### src/msru_pkg.sv
// Package for the memory sync and reservation unit: opcodes, layout, condition codes
package msru_pkg;
    // Operation class presented by dispatch
    typedef enum logic [2:0] {
        MSRU_OP_NONE,
        MSRU_OP_LOAD_RSV,
        MSRU_OP_STORE_COND,
        MSRU_OP_SYNC,
        MSRU_OP_EIEIO,
        MSRU_OP_ISYNC,
        MSRU_OP_MEM_CI
    } msru_op_type;

    // Bus operation codes driven toward the system bus
    typedef enum logic [1:0] {
        MSRU_BUS_IDLE,
        MSRU_BUS_SYNC,
        MSRU_BUS_EIEIO
    } msru_bus_type;

    localparam int unsigned MSRU_ADDR_W     = 64;
    localparam int unsigned MSRU_BLOCK_BITS = 6;   // 64-byte block
    localparam int unsigned MSRU_WORD_BITS  = 2;   // Word alignment
    localparam int unsigned MSRU_DWORD_BITS = 3;   // Doubleword alignment
    localparam int unsigned MSRU_CR_W       = 4;
    localparam logic [3:0]  MSRU_CR_UNDEF   = 4'h0; // Chosen undefined value
    localparam logic [3:0]  MSRU_CR_EQ      = 4'h2; // Success bit position
    localparam logic [3:0]  MSRU_CR_FAIL    = 4'h0;
endpackage

### src/msru_rsv.sv
// Reservation holder with 64-byte block granularity
`timescale 1ns/10ps
module msru_rsv
    import msru_pkg::*;
#(
    parameter int unsigned ADDR_W = MSRU_ADDR_W
) (
    input  wire logic              clk_sys,
    input  wire logic              rst_b,
    input  wire logic              set_rsv,
    input  wire logic              clr_rsv,
    input  wire logic [ADDR_W-1:0] addr,
    output logic                   hit
);
    logic                                 valid;
    logic [ADDR_W-MSRU_BLOCK_BITS-1:0]    block;

    // Set wins over a clear in the same cycle so a fresh reservation survives
    always_ff @(posedge clk_sys or negedge rst_b) begin
        if (!rst_b) begin
            valid <= 1'b0;
            block <= '0;
        end else if (set_rsv) begin
            valid <= 1'b1;
            block <= addr[ADDR_W-1:MSRU_BLOCK_BITS];
        end else if (clr_rsv) begin
            valid <= 1'b0;
        end
    end

    // Only block bits compare, so any byte in the block matches
    assign hit = valid && (block == addr[ADDR_W-1:MSRU_BLOCK_BITS]);
endmodule

### src/msru_core.sv
// Memory sync and reservation unit: barriers, reservations, condition results
// Functional notes
// - Unaligned reservation-op address raises an alignment exception.
// - Reservations match anywhere within one 64-byte block.
// - Sync dispatches with older ops; younger dispatch blocked until done.
// - Buffered prefetched instructions are kept after sync completes.
// - Sync goes to load/store unit and a bus sync is issued.
// - Record bit on sync or load-reserve leaves condition field undefined.
// - Conditional store with record bit clear: condition field undefined.
// - Eieio waits for older I/O accesses and holds younger ones.
// - Eieio broadcasts an address-only ordering operation on the bus.
// - Isync waits for older ops, purges, refetches next doubleword.
`timescale 1ns/10ps
module msru_core
    import msru_pkg::*;
#(
    parameter int unsigned ADDR_W = MSRU_ADDR_W
) (
    input  wire logic              clk_sys,
    input  wire logic              rst_b,
    input  wire logic              op_valid,
    input  wire msru_op_type       op_kind,
    input  wire logic              op_record_bit,
    input  wire logic [ADDR_W-1:0] op_addr,
    input  wire logic [ADDR_W-1:0] op_next_pc,
    input  wire logic              older_done,
    input  wire logic              older_io_done,
    input  wire logic              bus_ack,
    input  wire logic              snoop_kill,
    output logic                   dispatch_stall,
    output logic                   io_hold,
    output logic                   align_exc,
    output logic                   load_store_unit_issue,
    output msru_op_type            load_store_unit_kind,
    output msru_bus_type           bus_op,
    output logic                   bus_req,
    output logic                   cond_we,
    output logic [MSRU_CR_W-1:0]   condition_field_zero,
    output logic                   store_we,
    output logic                   purge_prefetch,
    output logic                   fetch_req,
    output logic [ADDR_W-1:0]      fetch_addr
);
    typedef enum logic [2:0] {
        MSRU_ST_IDLE,
        MSRU_ST_SYNC_WAIT,
        MSRU_ST_SYNC_BUS,
        MSRU_ST_EIEIO_WAIT,
        MSRU_ST_EIEIO_BUS,
        MSRU_ST_ISYNC_WAIT
    } msru_state_type;

    msru_state_type    state;
    msru_state_type    next_state;
    logic [ADDR_W-1:0] isync_pc;
    logic              misaligned;
    logic              is_rsv_op;
    logic              rsv_hit;
    logic              take;

    // Word alignment check on the low address bits
    assign misaligned = |op_addr[MSRU_WORD_BITS-1:0];
    assign is_rsv_op  = op_kind == MSRU_OP_LOAD_RSV ||
                        op_kind == MSRU_OP_STORE_COND;
    // New ops are only accepted while idle; a held barrier refuses them
    assign take = op_valid && state == MSRU_ST_IDLE;

    msru_rsv #(
        .ADDR_W (ADDR_W)
    ) u_rsv (
        .clk_sys (clk_sys),
        .rst_b   (rst_b),
        .set_rsv (take && op_kind == MSRU_OP_LOAD_RSV && !misaligned),
        .clr_rsv (snoop_kill ||
                  (take && op_kind == MSRU_OP_STORE_COND)),
        .addr    (op_addr),
        .hit     (rsv_hit)
    );

    // Barrier sequencing
    always_comb begin
        next_state = state;
        case (state)
            MSRU_ST_IDLE: begin
                if (take && op_kind == MSRU_OP_SYNC)
                    next_state = MSRU_ST_SYNC_WAIT;
                else if (take && op_kind == MSRU_OP_EIEIO)
                    next_state = MSRU_ST_EIEIO_WAIT;
                else if (take && op_kind == MSRU_OP_ISYNC)
                    next_state = MSRU_ST_ISYNC_WAIT;
            end
            MSRU_ST_SYNC_WAIT:
                if (older_done) next_state = MSRU_ST_SYNC_BUS;
            MSRU_ST_SYNC_BUS:
                if (bus_ack) next_state = MSRU_ST_IDLE;
            MSRU_ST_EIEIO_WAIT:
                if (older_io_done) next_state = MSRU_ST_EIEIO_BUS;
            MSRU_ST_EIEIO_BUS:
                if (bus_ack) next_state = MSRU_ST_IDLE;
            MSRU_ST_ISYNC_WAIT:
                if (older_done) next_state = MSRU_ST_IDLE;
            default:
                next_state = MSRU_ST_IDLE;
        endcase
    end

    always_ff @(posedge clk_sys or negedge rst_b) begin
        if (!rst_b) state <= MSRU_ST_IDLE;
        else        state <= next_state;
    end

    // Stall younger dispatch while sync or isync is outstanding
    always_ff @(posedge clk_sys or negedge rst_b) begin
        if (!rst_b)
            dispatch_stall <= 1'b0;
        else
            dispatch_stall <= next_state == MSRU_ST_SYNC_WAIT ||
                              next_state == MSRU_ST_SYNC_BUS ||
                              next_state == MSRU_ST_ISYNC_WAIT;
    end

    // Younger cache-inhibited or write-through accesses held behind eieio
    always_ff @(posedge clk_sys or negedge rst_b) begin
        if (!rst_b)
            io_hold <= 1'b0;
        else
            io_hold <= next_state == MSRU_ST_EIEIO_WAIT ||
                       next_state == MSRU_ST_EIEIO_BUS;
    end

    // Bus request: level held until the partner acknowledges
    always_ff @(posedge clk_sys or negedge rst_b) begin
        if (!rst_b) begin
            bus_req <= 1'b0;
            bus_op  <= MSRU_BUS_IDLE;
        end else if (next_state == MSRU_ST_SYNC_BUS) begin
            bus_req <= 1'b1;
            bus_op  <= MSRU_BUS_SYNC;
        end else if (next_state == MSRU_ST_EIEIO_BUS) begin
            bus_req <= 1'b1;
            bus_op  <= MSRU_BUS_EIEIO;
        end else begin
            bus_req <= 1'b0;
            bus_op  <= MSRU_BUS_IDLE;
        end
    end

    // Route memory-sync ops to the load/store unit; misaligned reservation ops trap
    always_ff @(posedge clk_sys or negedge rst_b) begin
        if (!rst_b) begin
            load_store_unit_issue <= 1'b0;
            load_store_unit_kind  <= MSRU_OP_NONE;
            align_exc             <= 1'b0;
        end else begin
            align_exc <= take && is_rsv_op && misaligned;
            load_store_unit_issue <= take && !(is_rsv_op && misaligned) &&
                                     op_kind != MSRU_OP_ISYNC &&
                                     op_kind != MSRU_OP_NONE;
            load_store_unit_kind  <= take ? op_kind : MSRU_OP_NONE;
        end
    end

    // Store write enable only on a live reservation hit
    always_ff @(posedge clk_sys or negedge rst_b) begin
        if (!rst_b)
            store_we <= 1'b0;
        else
            store_we <= take && op_kind == MSRU_OP_STORE_COND &&
                        !misaligned && rsv_hit;
    end

    // Condition field zero: success or failure code, or undefined for invalid forms or a clear record bit
    always_ff @(posedge clk_sys or negedge rst_b) begin
        if (!rst_b) begin
            cond_we              <= 1'b0;
            condition_field_zero <= MSRU_CR_UNDEF;
        end else begin
            cond_we <= 1'b0;
            if (take && !(is_rsv_op && misaligned)) begin
                if (op_kind == MSRU_OP_STORE_COND) begin
                    cond_we <= 1'b1;
                    if (!op_record_bit)
                        condition_field_zero <= MSRU_CR_UNDEF;
                    else if (rsv_hit)
                        condition_field_zero <= MSRU_CR_EQ;
                    else
                        condition_field_zero <= MSRU_CR_FAIL;
                end else if ((op_kind == MSRU_OP_SYNC ||
                              op_kind == MSRU_OP_LOAD_RSV) &&
                             op_record_bit) begin
                    cond_we              <= 1'b1;
                    condition_field_zero <= MSRU_CR_UNDEF;
                end
            end
        end
    end

    // Capture the isync successor address
    always_ff @(posedge clk_sys or negedge rst_b) begin
        if (!rst_b)
            isync_pc <= '0;
        else if (take && op_kind == MSRU_OP_ISYNC)
            isync_pc <= op_next_pc;
    end

    // Purge and refetch only on isync; sync never purges the buffer
    always_ff @(posedge clk_sys or negedge rst_b) begin
        if (!rst_b) begin
            purge_prefetch <= 1'b0;
            fetch_req      <= 1'b0;
            fetch_addr     <= '0;
        end else begin
            purge_prefetch <= state == MSRU_ST_ISYNC_WAIT &&
                              older_done;
            fetch_req      <= state == MSRU_ST_ISYNC_WAIT && older_done;
            if (state == MSRU_ST_ISYNC_WAIT && older_done)
                fetch_addr <= {isync_pc[ADDR_W-1:MSRU_DWORD_BITS],
                               {MSRU_DWORD_BITS{1'b0}}};
        end
    end
endmodule

### config.mk
export PLATFORM = sky130hd
export DESIGN_NAME = msru_core
export DESIGN_NICKNAME = d
export VERILOG_FILES = /design/src/msru_pkg.sv /design/src/msru_rsv.sv /design/src/msru_core.sv
export SDC_FILE = /design/constraint.sdc
export NUM_CORES = 1
export LEC_CHECK = 0
export BUFFER_PORTS_ARGS = -buffer_cell sky130_fd_sc_hd__buf_2
export CAP_MARGIN = 20
export CORE_AREA = 2 2 89 176
export DETAILED_ROUTE_END_ITERATION = 7
export DIE_AREA = 0 0 91 178
export GPL_TIMING_DRIVEN = 0
export PLACE_DENSITY = 0.84
export SETUP_SLACK_MARGIN = 0.3
export SLEW_MARGIN = 25
export SYNTH_ARGS = -nofsm -noshare
export SYNTH_HDL_FRONTEND = slang
export SYNTH_SLANG_ARGS = --single-unit
### constraint.sdc
create_clock -name clk_sys -period 3.8 [get_ports clk_sys]
set_clock_uncertainty 0.1 [all_clocks]
set_input_delay 0.57 -clock clk_sys [delete_from_list [all_inputs] [get_ports clk_sys]]
set_output_delay 0.57 -clock clk_sys [all_outputs]
set_load 0.1 [all_outputs]
## Word level (Yosys, flattened, before mapping)

Cells that the tools add are included.

- Equality and inequality tests: 17
- Multiplexer cells: 22
- Reductions and logical operators: 33

Operators with widths:

| operator | number |
|---|---|
| 58-bit equality test | 1 |
| 3-bit two-way mux | 8 |
| 3-bit by 2-bit equality test with 1-bit output, second input constant | 6 |
| 3-bit equality test, second input constant | 6 |
| 1-bit logical AND | 18 |
| 3-bit case mux with 5 select lines | 1 |
| 3-bit by 1-bit equality test with 1-bit output, second input constant | 3 |
| 2-bit two-way mux | 4 |
| 4-bit two-way mux | 2 |
| 1-bit two-way mux | 7 |
| 1-bit logical OR | 6 |
| 2-bit nonzero test | 2 |
| 2-bit OR reduction | 2 |
| 3-bit zero test | 1 |
| 3-bit != test, second input constant | 1 |
| 3-bit nonzero test | 1 |
| 1-bit zero test | 2 |
| 2-bit AND reduction | 1 |

- Bits in registers: 204
- Word-level logic and storage cells: 88

## Longest topological paths before layout

Gate-level depths: netlist of run 1.

- Depth after elaboration: 10
- Mapped depth: 8
- Mapped depth without buffers: 5

## By module

Synthesis of run 1 repeated with hierarchy kept, for this count alone.

- Cells, all modules: 568
- Area total of the unflattened synthesis: 8469.4 um^2

By module, submodules not included:

| module | times used | cells an instance | area an instance (um^2) | sequential area each (um^2) |
|---|---|---|---|---|
| msru_core | 1 | 337 | 5635.4 | 3478.3 |
| msru_rsv | 1 | 231 | 2834.0 | 1476.4 |

## Worst setup path after synthesis of run 1

Ideal clock, no wire load.

- Kind: reg2reg
- From: register state[1]
- To: register u_rsv.block[37]
- Library setup time: 125 ps
- Arrival time: 1901 ps
- Data required time: 3575 ps
- Setup slack: 1674 ps
- Cell stages (with the launch flop): 9
- Path buffers: 3
- Period minus slack after synthesis: 2126 ps
- Cells stage by stage: dfrtp_1 -> buf_2 -> nor4b_4 -> nand2b_2 -> nor4_4 -> nand2_2 -> buf_6 -> buf_6 -> mux2_4

- Cells in the longest elaborated chain, start to end: 4

RTL lines:

| what | RTL line | RTL |
|---|---|---|
| start: declaration | msru_core.sv:53 | `msru_state_type state;` |
| start signal: assignment | msru_core.sv:109 | `else state <= next_state;` |
| 3-bit zero test | msru_core.sv:66 | `assign take = op_valid && state == MSRU_ST_IDLE;` |
| 1-bit logical AND | msru_core.sv:66 |  |
| 1-bit logical AND (2 in a row) | msru_core.sv:73 | `.set_rsv (take && op_kind == MSRU_OP_LOAD_RSV && !misaligned),` |
| end signal: assignment | msru_rsv.sv:25 | `block <= addr[ADDR_W-1:MSRU_BLOCK_BITS];` |
| end: declaration | msru_rsv.sv:16 | `logic [ADDR_W-MSRU_BLOCK_BITS-1:0] block;` |

Every way passes these cells.
A chain may end at the register's enable or synchronous reset.

## Final worst setup path of run 1

- From: register state[1]
- To: register isync_pc[31]

- Cells in the longest elaborated chain, start to end: 3

RTL lines:

| what | RTL line | RTL |
|---|---|---|
| 3-bit zero test | msru_core.sv:66 |  |
| 1-bit logical AND | msru_core.sv:66 |  |
| 1-bit logical AND | msru_core.sv:202 | `else if (take && op_kind == MSRU_OP_ISYNC)` |
| end signal: assignment | msru_core.sv:203 | `isync_pc <= op_next_pc;` |
| end: declaration | msru_core.sv:55 | `logic [ADDR_W-1:0] isync_pc;` |

Every way passes these cells.

==> results.txt, run 1 <==
----------------------------------------------------
[Global route]
  Initial antenna violation count ... 1
  Largest net degree at the start of global routing ... 96
  Global route total overflow ... 0
  Vias in the first global route ... 6244
  Wire length of the first global-routing pass ... 31200 µm
  GRT Util Overall ... 25.2%

[Worst hold path]
  Cell depth of the worst min-delay path ... 2
  Min-delay src ... op_next_pc[24]
  Worst hold endpoint ... isync_pc[24]
  Class of the tightest hold or removal check ... in -> reg

[Clock network]
  Number of buffers inserted during clock tree synthesis ... 17
  Sinks on Clock Net ... 198
  Quantity of gates resized following cts ... 0
  Clk root buf ... clkbuf_16
  CTS tree ... done
  Number of buffers on the longest clock path ... 2
  H-tree depth reported by CTS ... 4
  CTS hold repair buffers ... 1
  Post-CTS setup-driven buffer insertion count ... 0
  Clock latency at the later pin of the worst-skew pair ... 0.42 ns
  Clock transition at the registers of the reported paths ... 0.07 ns

[STA]
  Setup Viol. Count Final ... 0
  Worst hold-check slack ... 0.274 ns
  Achievable clock frequency ... 0.374 GHz
  Setup repair after global routing missed its margin ... no
  Sum of negative setup slack ... 0 ns
  Final min period ... 2.68 ns
  Worst setup slack after layout ... 1.12 ns
  Max-slew violation total from the final report ... 0
  Slew margin rel. ... 56.6%
  Worst-margin pin slew ... 0.651 ns
  Final Cycle Share ... 70.4%
  Number of endpoints with negative hold slack in the final report ... 0

[Finish]
  P&R area growth vs syn ... 23.6%
  Final core utilization ... 69.4%
  Sequential cell area in the final layout ... 4950 µm²
  Final net count ... 1067
  Number of fillers in the final layout ... 1106
  Layout cells sized above 1 ... 40.2%
  Final std cell area, no fill ... 10300 µm²
  Area of the multi-input gates ... 3140 µm²
  Number of standard cells in the final layout excluding fillers ... 1137

[Synthesis]
  Post-synthesis instance total ... 694
  Top cells by count, synth ... dfrtp_1, nand2_1, mux2_2
  Number of distinct library cell variants in the gate-level netlist after synthesis ... 41
  Proportion of synthesized chip area in sequential cells ... 59.5%
  Number of enable flip-flop cells after synthesis ... 0
  Synth Cell Area ... 8330 µm²
  Most area-consuming cells after synthesis ... dfrtp_1, mux2_2, nand2_1
  Dominant cell type by area after synthesis ... dfrtp_1
  Most used flip-flop cell after synthesis ... dfrtp_1
  Ys async rst share ... 100%
  Post-synthesis sequential element count ... 198
  Count leader, synth ... dfrtp_1
  Post-Synthesis Mean Instance Area ... 12.0 µm²
  YS warnings ... 0
  Area share of the leading cell type in the synthesized netlist ... 59.5%

[Critical path]
  Slack of the worst reg-to-reg path ... 1.12 ns
  Worst Path Max Fanout ... 10
  Worst setup path category ... reg -> reg
  Data required time of the worst path ... 4.01 ns
  Cells traversed along the worst timing path ... buf_2 -> nor4b_4 -> nand4b_1 -> clkbuf_1 -> mux2_2
  Data arrival time of the worst path ... 2.88 ns
  Critical Path Start Type ... flop
  Reg2Reg Capture Point ... isync_pc[31]
  Number of cells on the worst reg-to-reg path ... 5
  Crit-path max cell delay ... 0.57 ns
  CP Capture Type ... flop
  Slowest CP cell ... nor4b_4
  Worst R2R Start ... state[1]

[Placed design]
  Gpl congestion ... 0.880
  Cell area reported after detailed placement ... 9690 µm²
  Detailed placement HPWL ... 14800 µm
  Worst slack after detailed placement ... 1.01 ns
  Placed Cells incl. Taps ... 1103
  Port buffer count ... 207

[Route]
  Number of vias per cell ... 5.10
  Number of iterations in the first detailed-routing pass ... 4
  Vias post-DR ... 5797
  DRT Wirelength ... 19600 µm
  Drt wl/cell ... 17.2 µm
  Number of DRC violations after detailed-routing iteration 0 ... 180
  Remaining antenna violation count ... 0
  Number of design rule violations left after detail routing ... 0

[Die]
  Overall die height ... 178 µm
  Core area ... 14800 µm²
  Floorplan die width ... 91 µm
  Initial core utilization ... 56.2%
  Die Area ... 16200 µm²
  Boundary pin count ... 221
  Number of placement rows ... 63

[Flow run]
  Max-cap violations ... 0

[Power and ir drop]
  Final total power ... 7.23 mW
  Leakage power summed over all cells ... 5.50 nW
  Maximum VDD drop ... 0.363 mV
  Areal power density over the cells ... 703 nW/µm²

[Run status]
  Outcome ... completed

----------------------------------------------------
## how the worst max path moves through the flow
stage / from / end / slack [ns]
3_5_place_dp: op_valid / isync_pc[31] / 1.01
3_3_place_gp: rst_b / u_rsv.block[41] / -1.14
5_1_grt: state[0] / isync_pc[31] / 0.89
2_1_floorplan: state[1] / u_rsv.block[37] / 1.67
6_report: state[1] / isync_pc[31] / 1.12
4_1_cts: state[1] / isync_pc[31] / 1.04
## final cells by class
cell class	instances	area share (%)
antenna	2	0.0486
buffer	35	1.81
clock buffer	18	4.27
clock inverter	13	1.40
inverter	16	0.584
multi-input combinational	450	30.6
sequential	198	48.2
tap	195	2.37
timing repair buffer	210	10.8
## critical path, delay by kind of cell, from the launching register on
kind | cells | cell delay, ns
and+or+nand+nor | 2 | 1.12
muxes | 1 | 0.38
buffers and inverters | 2 | 0.62
DFF | 1 | 0.35
## sequential cells by signal, indices dropped and copies added (netlist names), 2 cells and up
name                  flops
bus_op                    2
fetch_addr               61
isync_pc                 61
load_store_unit_kind      3
state                     3
u_rsv.block              58
## layer usage
layer / up-vias / track usage, % / routed length [µm]
met4: 0 / 12.4 / 695
met1: 2819 / 25.0 / 6680
met3: 38 / 5.87 / 1020
met5: - / 0 / 0
met2: 190 / 48.1 / 11200
li1: 2750 / - / -
## logic make-up after synthesis
logic type,synth area share [%]
AO/OA/AOI/OAI,2.18
buffers and inverters,2.96
XOR/XNOR,4.31
flip-flops,59.5
multiplexers,16.9
other,0.0450
AND/OR/NAND/NOR,14.1
## power breakdown
group          leakage [nW]  internal (mW)  total, mW  switching [mW]
clock                 0.281          0.944       1.78           0.833
sequential             2.57           2.78       3.16           0.376
combinational          2.65          0.813       2.30            1.49
total                  5.50           4.54       7.23            2.69
## placed cells by master (no fill, tap or decap), types with 3 or more instances in the layout
cell,n
and2_1,3
buf_2,211
buf_4,7
buf_6,3
clkbuf_1,20
clkbuf_16,17
clkinv_4,3
conb_1,6
dfrtp_1,198
inv_1,15
inv_8,3
mux2_2,99
mux2_4,18
nand2_1,192
nand2b_1,19
nand3b_1,3
nand4_1,8
nor2_1,6
nor2b_1,10
nor3_1,4
nor4_1,7
o2111ai_1,5
o21ai_0,4
o221ai_1,3
xnor2_1,26
xor2_1,15
No activity file was read; power rests on OpenSTA's default activity.
==> run 2: changes to the inputs <==
Settings changed: CORE_AREA 2 2 89 176 to 2 2 97 192, DIE_AREA 0 0 91 178 to 0 0 99 194, PLACE_DENSITY 0.84 to 0.75.
Clock period 3.8 ns to 2.44 ns, I/O delays scaled along.
==> run 2 against run 1 <==
Clock-buffer cell count is 1 higher. Register-to-register slack worse by 0.82 ns. Final cell count is 2.6% higher. Worst hold slack worse by 0.21 ns. Via count hardly changed. Core utilization is 10 points lower.
==> results.txt, run 2 (same netlist as run 1, synthesis figures left out) <==
----------------------------------------------------
[Die]
  Floorplan die width ... 99 µm (+8.8%)
  Number of placement rows ... 69 (+9.5%)
  Initial core utilization ... 47.0% (-9.1 points)
  Core area ... 17700 µm² (+19%)
  Boundary pin count ... 221 (unchanged)
  Overall die height ... 194 µm (+9.0%)
  Die Area ... 19200 µm² (+19%)

[STA]
  Final Cycle Share ... 87.4% (+17 points)
  Final min period ... 2.13 ns (-0.544 ns)
  Max-slew violation total from the final report ... 0 (unchanged)
  Worst hold-check slack ... 0.0629 ns (-0.211 ns)
  Worst setup slack after layout ... 0.308 ns (-0.816 ns)
  Slew margin rel. ... 47.9% (-8.7 points)
  Number of endpoints with negative hold slack in the final report ... 0 (unchanged)
  Setup Viol. Count Final ... 0 (unchanged)
  Sum of negative setup slack ... 0 ns (unchanged)
  Achievable clock frequency ... 0.469 GHz (+26%)
  Setup repair after global routing missed its margin ... yes
  Worst-margin pin slew ... 0.774 ns (+0.123 ns)

[Power and ir drop]
  Part of the total power dissipated in combinational logic ... 32.1% (+0.3 points)
  Internal Pwr Total ... 7.17 mW (+58%)
  Final total power ... 11.3 mW (+57%)
  Maximum VDD drop ... 0.498 mV (+37%)
  Net Sw Frac ... 36.9% (-0.41 points)
  Register share of total power ... 43.1% (-0.5 points)
  Proportion of power drawn by the clock network ... 24.8% (+0.2 points)
  Areal power density over the cells ... 1080 nW/µm² (+54%)
  Leakage power summed over all cells ... 5.63 nW (+2.3%)
  Switching power summed over all nets ... 4.18 mW (+55%)

[Worst hold path]
  Class of the tightest hold or removal check ... in -> reg
  Cell depth of the worst min-delay path ... 2 (unchanged)

[Critical path]
  Data required time of the worst path ... 2.66 ns (-1.35 ns)
  Worst Path Buf+Inv ... 4 (+2)
  Critical Path Start Type ... flop
  Crit-path max cell delay ... 0.38 ns (-0.19 ns)
  Data arrival time of the worst path ... 2.35 ns (-0.53 ns)
  Worst Path Max Fanout ... 5 (-5)
  Worst setup path category ... reg -> reg
  Slowest CP cell ... dfrtp_1
  Cells traversed along the worst timing path ... buf_6 -> nor4b_4 -> buf_4 -> nand2b_4 -> nor4_4 -> nand2_2 -> buf_12 -> clkbuf_16 -> mux2_4
  Worst path depth ... 9 (+4)
  Number of cells on the worst reg-to-reg path ... 9 (+4)
  CP Capture Type ... flop
  CP top delay family ... simple AND/OR/NAND/NOR gates

[Clock network]
  Clock latency at the later pin of the worst-skew pair ... 0.43 ns (about the same)
  Clock transition at the registers of the reported paths ... 0.08 ns (about the same)
  H-tree depth reported by CTS ... 4 (unchanged)
  Number of buffers on the longest clock path ... 2 (unchanged)
  Clk root buf ... clkbuf_16
  Number of buffers inserted during clock tree synthesis ... 17 (unchanged)
  CTS tree ... done
  Sinks on Clock Net ... 198 (unchanged)

[Route]
  Number of iterations in the first detailed-routing pass ... 5 (+1)
  Drt wl/cell ... 16.7 µm (-3.1%)
  Remaining antenna violation count ... 0 (unchanged)
  DRT Wirelength ... 19500 µm (-0.63%)
  Number of design rule violations left after detail routing ... 0 (unchanged)
  Vias post-DR ... 5796 (-0.017%)
  Number of vias per cell ... 4.97 (-2.5%)
  Number of DRC violations after detailed-routing iteration 0 ... 120 (-33%)

[Placed design]
  Port buffer count ... 207 (unchanged)
  Cell area reported after detailed placement ... 9710 µm² (+0.23%)
  Worst slack after detailed placement ... -0.261 ns (-1.27 ns)
  Gpl congestion ... 0.782 (-11%)
  Detailed placement HPWL ... 14700 µm (-0.75%)

[Global route]
  Global route total overflow ... 0 (unchanged)
  Largest net degree at the start of global routing ... 94 (-2.1%)
  Wire length of the first global-routing pass ... 31100 µm (-0.24%)
  Initial antenna violation count ... 6 (+5)
  GRT Util Overall ... 20.8% (-4.3 points)
  Vias in the first global route ... 6381 (+2.2%)

[Finish]
  P&R area growth vs syn ... 25.9%
  Most common cell after layout, fill and taps aside ... buf_2
  Final std cell area, no fill ... 10500 µm² (+1.9%)
  Biggest registers after layout ... fetch_addr: 61 flops, isync_pc: 61 flops, u_rsv.block: 58 flops
  Final net count ... 1078 (+1.0%)
  Most frequent cells in the layout ... buf_2, dfrtp_1, nand2_1
  Layout cells sized above 1 ... 42.3% (+2.1 points)

[Run status]
  Outcome ... completed

[Flow run]
  Max-cap violations ... 0 (unchanged)

----------------------------------------------------
==> run 2: cell count changes in the layout (fill, tap and decap cells not counted), moves of 2 or more <==
cell	change
inv_6	+2
clkbuf_1	-12
clkbuf_2	+12
buf_2	-2
buf_4	+10
buf_12	+3
==> run 2: power by group through the flow <==
stage	registers, mW	logic (mW)	clock network, mW
2_1_floorplan	6.20	1.51	0
3_3_place_gp	4.88	3.49	0
3_5_place_dp	4.94	3.59	0
4_1_cts	4.88	3.64	2.88
5_1_grt	5.01	3.90	3.00
6_report	4.89	3.65	2.81
==> run 2: final timing paths <==
path                                      from              end  slack [ns]
max in group asynchronous                rst_b     isync_pc[26]        0.81
min in group asynchronous                rst_b   fetch_addr[20]        0.32
worst min-delay path            op_next_pc[13]     isync_pc[13]        0.06
worst max register to register        state[0]  u_rsv.block[56]        0.31
worst max-delay path                  state[0]  u_rsv.block[56]        0.31
worst min register to register    isync_pc[22]   fetch_addr[22]        0.36
==> run 2: what timing repair did <==
action	CTS	global route
endpoints found under the setup margin	146	127
gates cloned	0	1
setup buffers	6	4
hold buffers	1	0
pin swaps	2	0
resized for setup	13	18
endpoints found under the hold margin	45	0
==> run 2: final cells by class <==
cell class | instances | area (µm²)
antenna | 1 | 2.50
buffer | 35 | 240
clock buffer | 19 | 453
clock inverter | 13 | 136
fill | 1541 | 7220
inverter | 16 | 60.1
multi-input combinational | 450 | 3160
sequential | 198 | 4950
tap | 213 | 267
timing repair buffer | 221 | 1210
==> run 2: worst register-to-register path, stage by stage (launching register included) <==
cell	delay, ns
dfrtp_1	0.38
buf_6	0.12
nor4b_4	0.25
buf_4	0.18
nand2b_4	0.08
nor4_4	0.17
nand2_2	0.13
buf_12	0.16
clkbuf_16	0.16
mux2_4	0.29
==> run 2: routing by layer <==
layer | vias to the layer above | global-route usage (%) | routed length [µm]
li1 | 2765 | - | -
met1 | 2804 | 20.3 | 6480
met2 | 171 | 40.1 | 11300
met3 | 46 | 4.69 | 1030
met4 | 10 | 9.69 | 641
met5 | - | 0 | 49
==> run 2: through the flow <==
step / std cells / utilization (%)
global placement: 1119 / 54.5
global route: 1166 / 59.2
finish: 1166 / 59.2
CTS: 1160 / 58.7
floorplan: 699 / -
detailed placement: 1121 / 54.9
==> run 3: changes to the inputs <==
Settings changed: BUFFER_PORTS_ARGS -buffer_cell sky130_fd_sc_hd__buf_2 to default, CORE_AREA 2 2 97 192 to 2 2 89 176, DIE_AREA 0 0 99 194 to 0 0 91 178, DONT_BUFFER_PORTS from default to 1, GPL_TIMING_DRIVEN 0 to default, PLACE_DENSITY 0.75 to 0.74.
==> run 3 against run 2 <==
The flow now finishes with violations (hold timing). Sequential power rose by 6.3%. First-iteration DRC count rose by 45%. Via count rose by 1.5%. Sequential cell count did not move. Final cell count fell by 6.8%. Combinational power fell by 5.8%.
==> results.txt, run 3 (same netlist as run 1, synthesis figures left out) <==
----------------------------------------------------
[Die]
  Number of placement rows ... 63 (-8.7%)
  Overall die height ... 178 µm (-8.2%)
  Floorplan die width ... 91 µm (-8.1%)
  Initial core utilization ... 56.2% (+9.1 points)
  Boundary pin count ... 221 (unchanged)
  Core area ... 14800 µm² (-16%)
  Die Area ... 16200 µm² (-16%)

[Global route]
  GRT Util Overall ... 25.8% (+5.0 points)
  Vias in the first global route ... 6531 (+2.4%)
  Wire length of the first global-routing pass ... 32500 µm (+4.6%)
  Largest net degree at the start of global routing ... 199 (+110%)
  Initial antenna violation count ... 0 (-6)
  Global route total overflow ... 0 (unchanged)

[Route]
  DRT Wirelength ... 20900 µm (+7.2%)
  Vias post-DR ... 5882 (+1.5%)
  Number of vias per cell ... 5.41 (+8.9%)
  Number of iterations in the first detailed-routing pass ... 5 (unchanged)
  Number of DRC violations after detailed-routing iteration 0 ... 174 (+45%)
  Remaining antenna violation count ... 0 (unchanged)
  Number of design rule violations left after detail routing ... 0 (unchanged)
  Drt wl/cell ... 19.2 µm (+15%)

[Critical path]
  Critical Path Sink ... u_rsv.block[54]
  Worst setup path category ... reg -> reg
  Reg2Reg Capture Point ... u_rsv.block[54]
  Number of cells on the worst reg-to-reg path ... 6 (-3)
  Data arrival time of the worst path ... 2.26 ns (-0.09 ns)
  Worst Path Max Fanout ... 29 (+24)
  Worst R2R Start ... state[2]
  Critical Path Start Type ... flop
  CP Capture Type ... flop
  Crit path launch ... state[2]
  Data required time of the worst path ... 2.65 ns (about the same)
  Slack of the worst reg-to-reg path ... 0.39 ns (+0.08 ns)

[STA]
  Number of endpoints with negative hold slack in the final report ... 198 (+198)
  Final Cycle Share ... 84.1% (-3.3 points)
  Slew margin rel. ... 39.5% (-8.4 points)
  Worst hold-check slack ... -0.470 ns (-0.532 ns)
  Setup repair after global routing missed its margin ... yes
  Worst-margin pin slew ... 0.907 ns (+0.133 ns)
  Sum of negative setup slack ... 0 ns (unchanged)
  Setup Viol. Count Final ... 0 (unchanged)
  Final min period ... 2.05 ns (-0.0809 ns)
  Achievable clock frequency ... 0.488 GHz (+3.9%)
  Max-slew violation total from the final report ... 0 (unchanged)

[Placed design]
  Detailed placement HPWL ... 12800 µm (-13%)
  Placed Cells incl. Taps ... 929 (-17%)
  Port buffer count ... 0 (-100%)
  Gpl congestion ... 0.892 (+14%)

[Finish]
  Biggest registers after layout ... fetch_addr: 61 flops, isync_pc: 61 flops, u_rsv.block: 58 flops
  Number of standard cells in the final layout excluding fillers ... 1087 (-6.8%)
  Number of fillers in the final layout ... 923 (-40%)
  Sequential cell area in the final layout ... 4960 µm² (+0.10%)
  Final net count ... 1017 (-5.7%)
  P&R area growth vs syn ... 30.2%
  Most frequent cells in the layout ... dfrtp_1, nand2_1, dlygate4sd3_1
  Area of the multi-input gates ... 3160 µm² (+0.12%)
  Most common cell after layout, fill and taps aside ... dfrtp_1
  Layout cells sized above 1 ... 26.0% (-16 points)

[Clock network]
  Clock transition at the registers of the reported paths ... 0.07 ns (about the same)
  H-tree depth reported by CTS ... 4 (unchanged)
  Number of buffers inserted during clock tree synthesis ... 17 (unchanged)
  Number of buffers on the longest clock path ... 2 (unchanged)
  CTS hold repair buffers ... 123 (+122)
  Clk root buf ... clkbuf_16
  CTS tree ... done
  Clock latency at the later pin of the worst-skew pair ... 0.42 ns (about the same)
  Sinks on Clock Net ... 198 (unchanged)

[Flow run]
  Max-cap violations ... 0 (unchanged)

[Power and ir drop]
  Areal power density over the cells ... 1050 nW/µm² (-2.9%)
  Maximum VDD drop ... 0.688 mV (+38%)
  Leakage power summed over all cells ... 5.36 nW (-4.8%)

[Run status]
  Outcome ... complete, but fails checks
  Failing checks ... hold timing

[Worst hold path]
  Class of the tightest hold or removal check ... in -> async

----------------------------------------------------
==> run 3: layout make-up <==
| type | count | share of cell area, % |
|---|---|---|
| Tap cell | 195 | 2.25 |
| Antenna cell | 2 | 0.0462 |
| Clock buffer | 18 | 3.96 |
| Clock inverter | 13 | 1.36 |
| Timing Repair Buffer | 195 | 16.9 |
| Sequential cell | 198 | 45.7 |
| Multi-Input combinational cell | 450 | 29.1 |
| Inverter | 16 | 0.554 |
==> run 3: worst max-delay path, cell delays in order, from the launching register on <==
cell	delay (ns)
dfrtp_2	0.44
nor4b_4	0.38
nand2b_4	0.12
nor4_4	0.18
nand2_2	0.16
buf_16	0.21
mux2_4	0.32
==> run 3: worst min-delay path by stage <==
| stage | start | end | slack [ns] | depth (start not counted) |
|---|---|---|---|---|
| 2_1_floorplan | rst_b | align_exc | -0.03 | 0 |
| 3_3_place_gp | rst_b | fetch_addr[5] | -0.03 | 0 |
| 3_5_place_dp | rst_b | fetch_addr[5] | -0.02 | 0 |
| 4_1_cts | rst_b | fetch_addr[11] | -0.49 | 0 |
| 5_1_grt | rst_b | fetch_addr[10] | -0.49 | 0 |
| 6_report | rst_b | fetch_addr[5] | -0.47 | 0 |
==> run 3: routing by layer <==
layer | routed length (µm) | GRT usage (%) | vias to the layer above | part of all wire [%]
li1 | - | - | 2639 | -
met1 | 7560 | 28.1 | 2966 | 36
met2 | 11300 | 46.3 | 228 | 54
met3 | 1220 | 6.55 | 49 | 5.9
met4 | 796 | 13.0 | 0 | 3.8
met5 | 0 | 0 | - | 0
==> run 3: what timing repair did <==
item,in CTS,in global routing
hold endpoints to repair,323,198
buffers inserted,0,1
gates resized for setup,1,6
endpoints found under the setup margin,2,61
pin swaps,0,1
cloned,0,1
==> run 3: through the flow <==
step	power (mW)	hold WS, ns	worst slack [ns]	cell area [µm²]	utilization, %
floorplan	7.70	-0.0296	0.314	8350	-
global placement	8.23	-0.0257	0.372	8970	60.5
detailed placement	8.44	-0.0247	0.297	8970	60.5
CTS	11.4	-0.489	0.327	10800	72.8
global route	11.9	-0.491	0.269	10800	73.1
finish	11.4	-0.470	0.389	10800	73.2
==> run 3: power by group <==
group | internal [mW] | total (mW) | switching (mW)
clock network | 1.52 | 2.76 | 1.24
registers | 4.33 | 5.20 | 0.866
logic | 1.39 | 3.44 | 2.05
total | 7.24 | 11.4 | 4.16
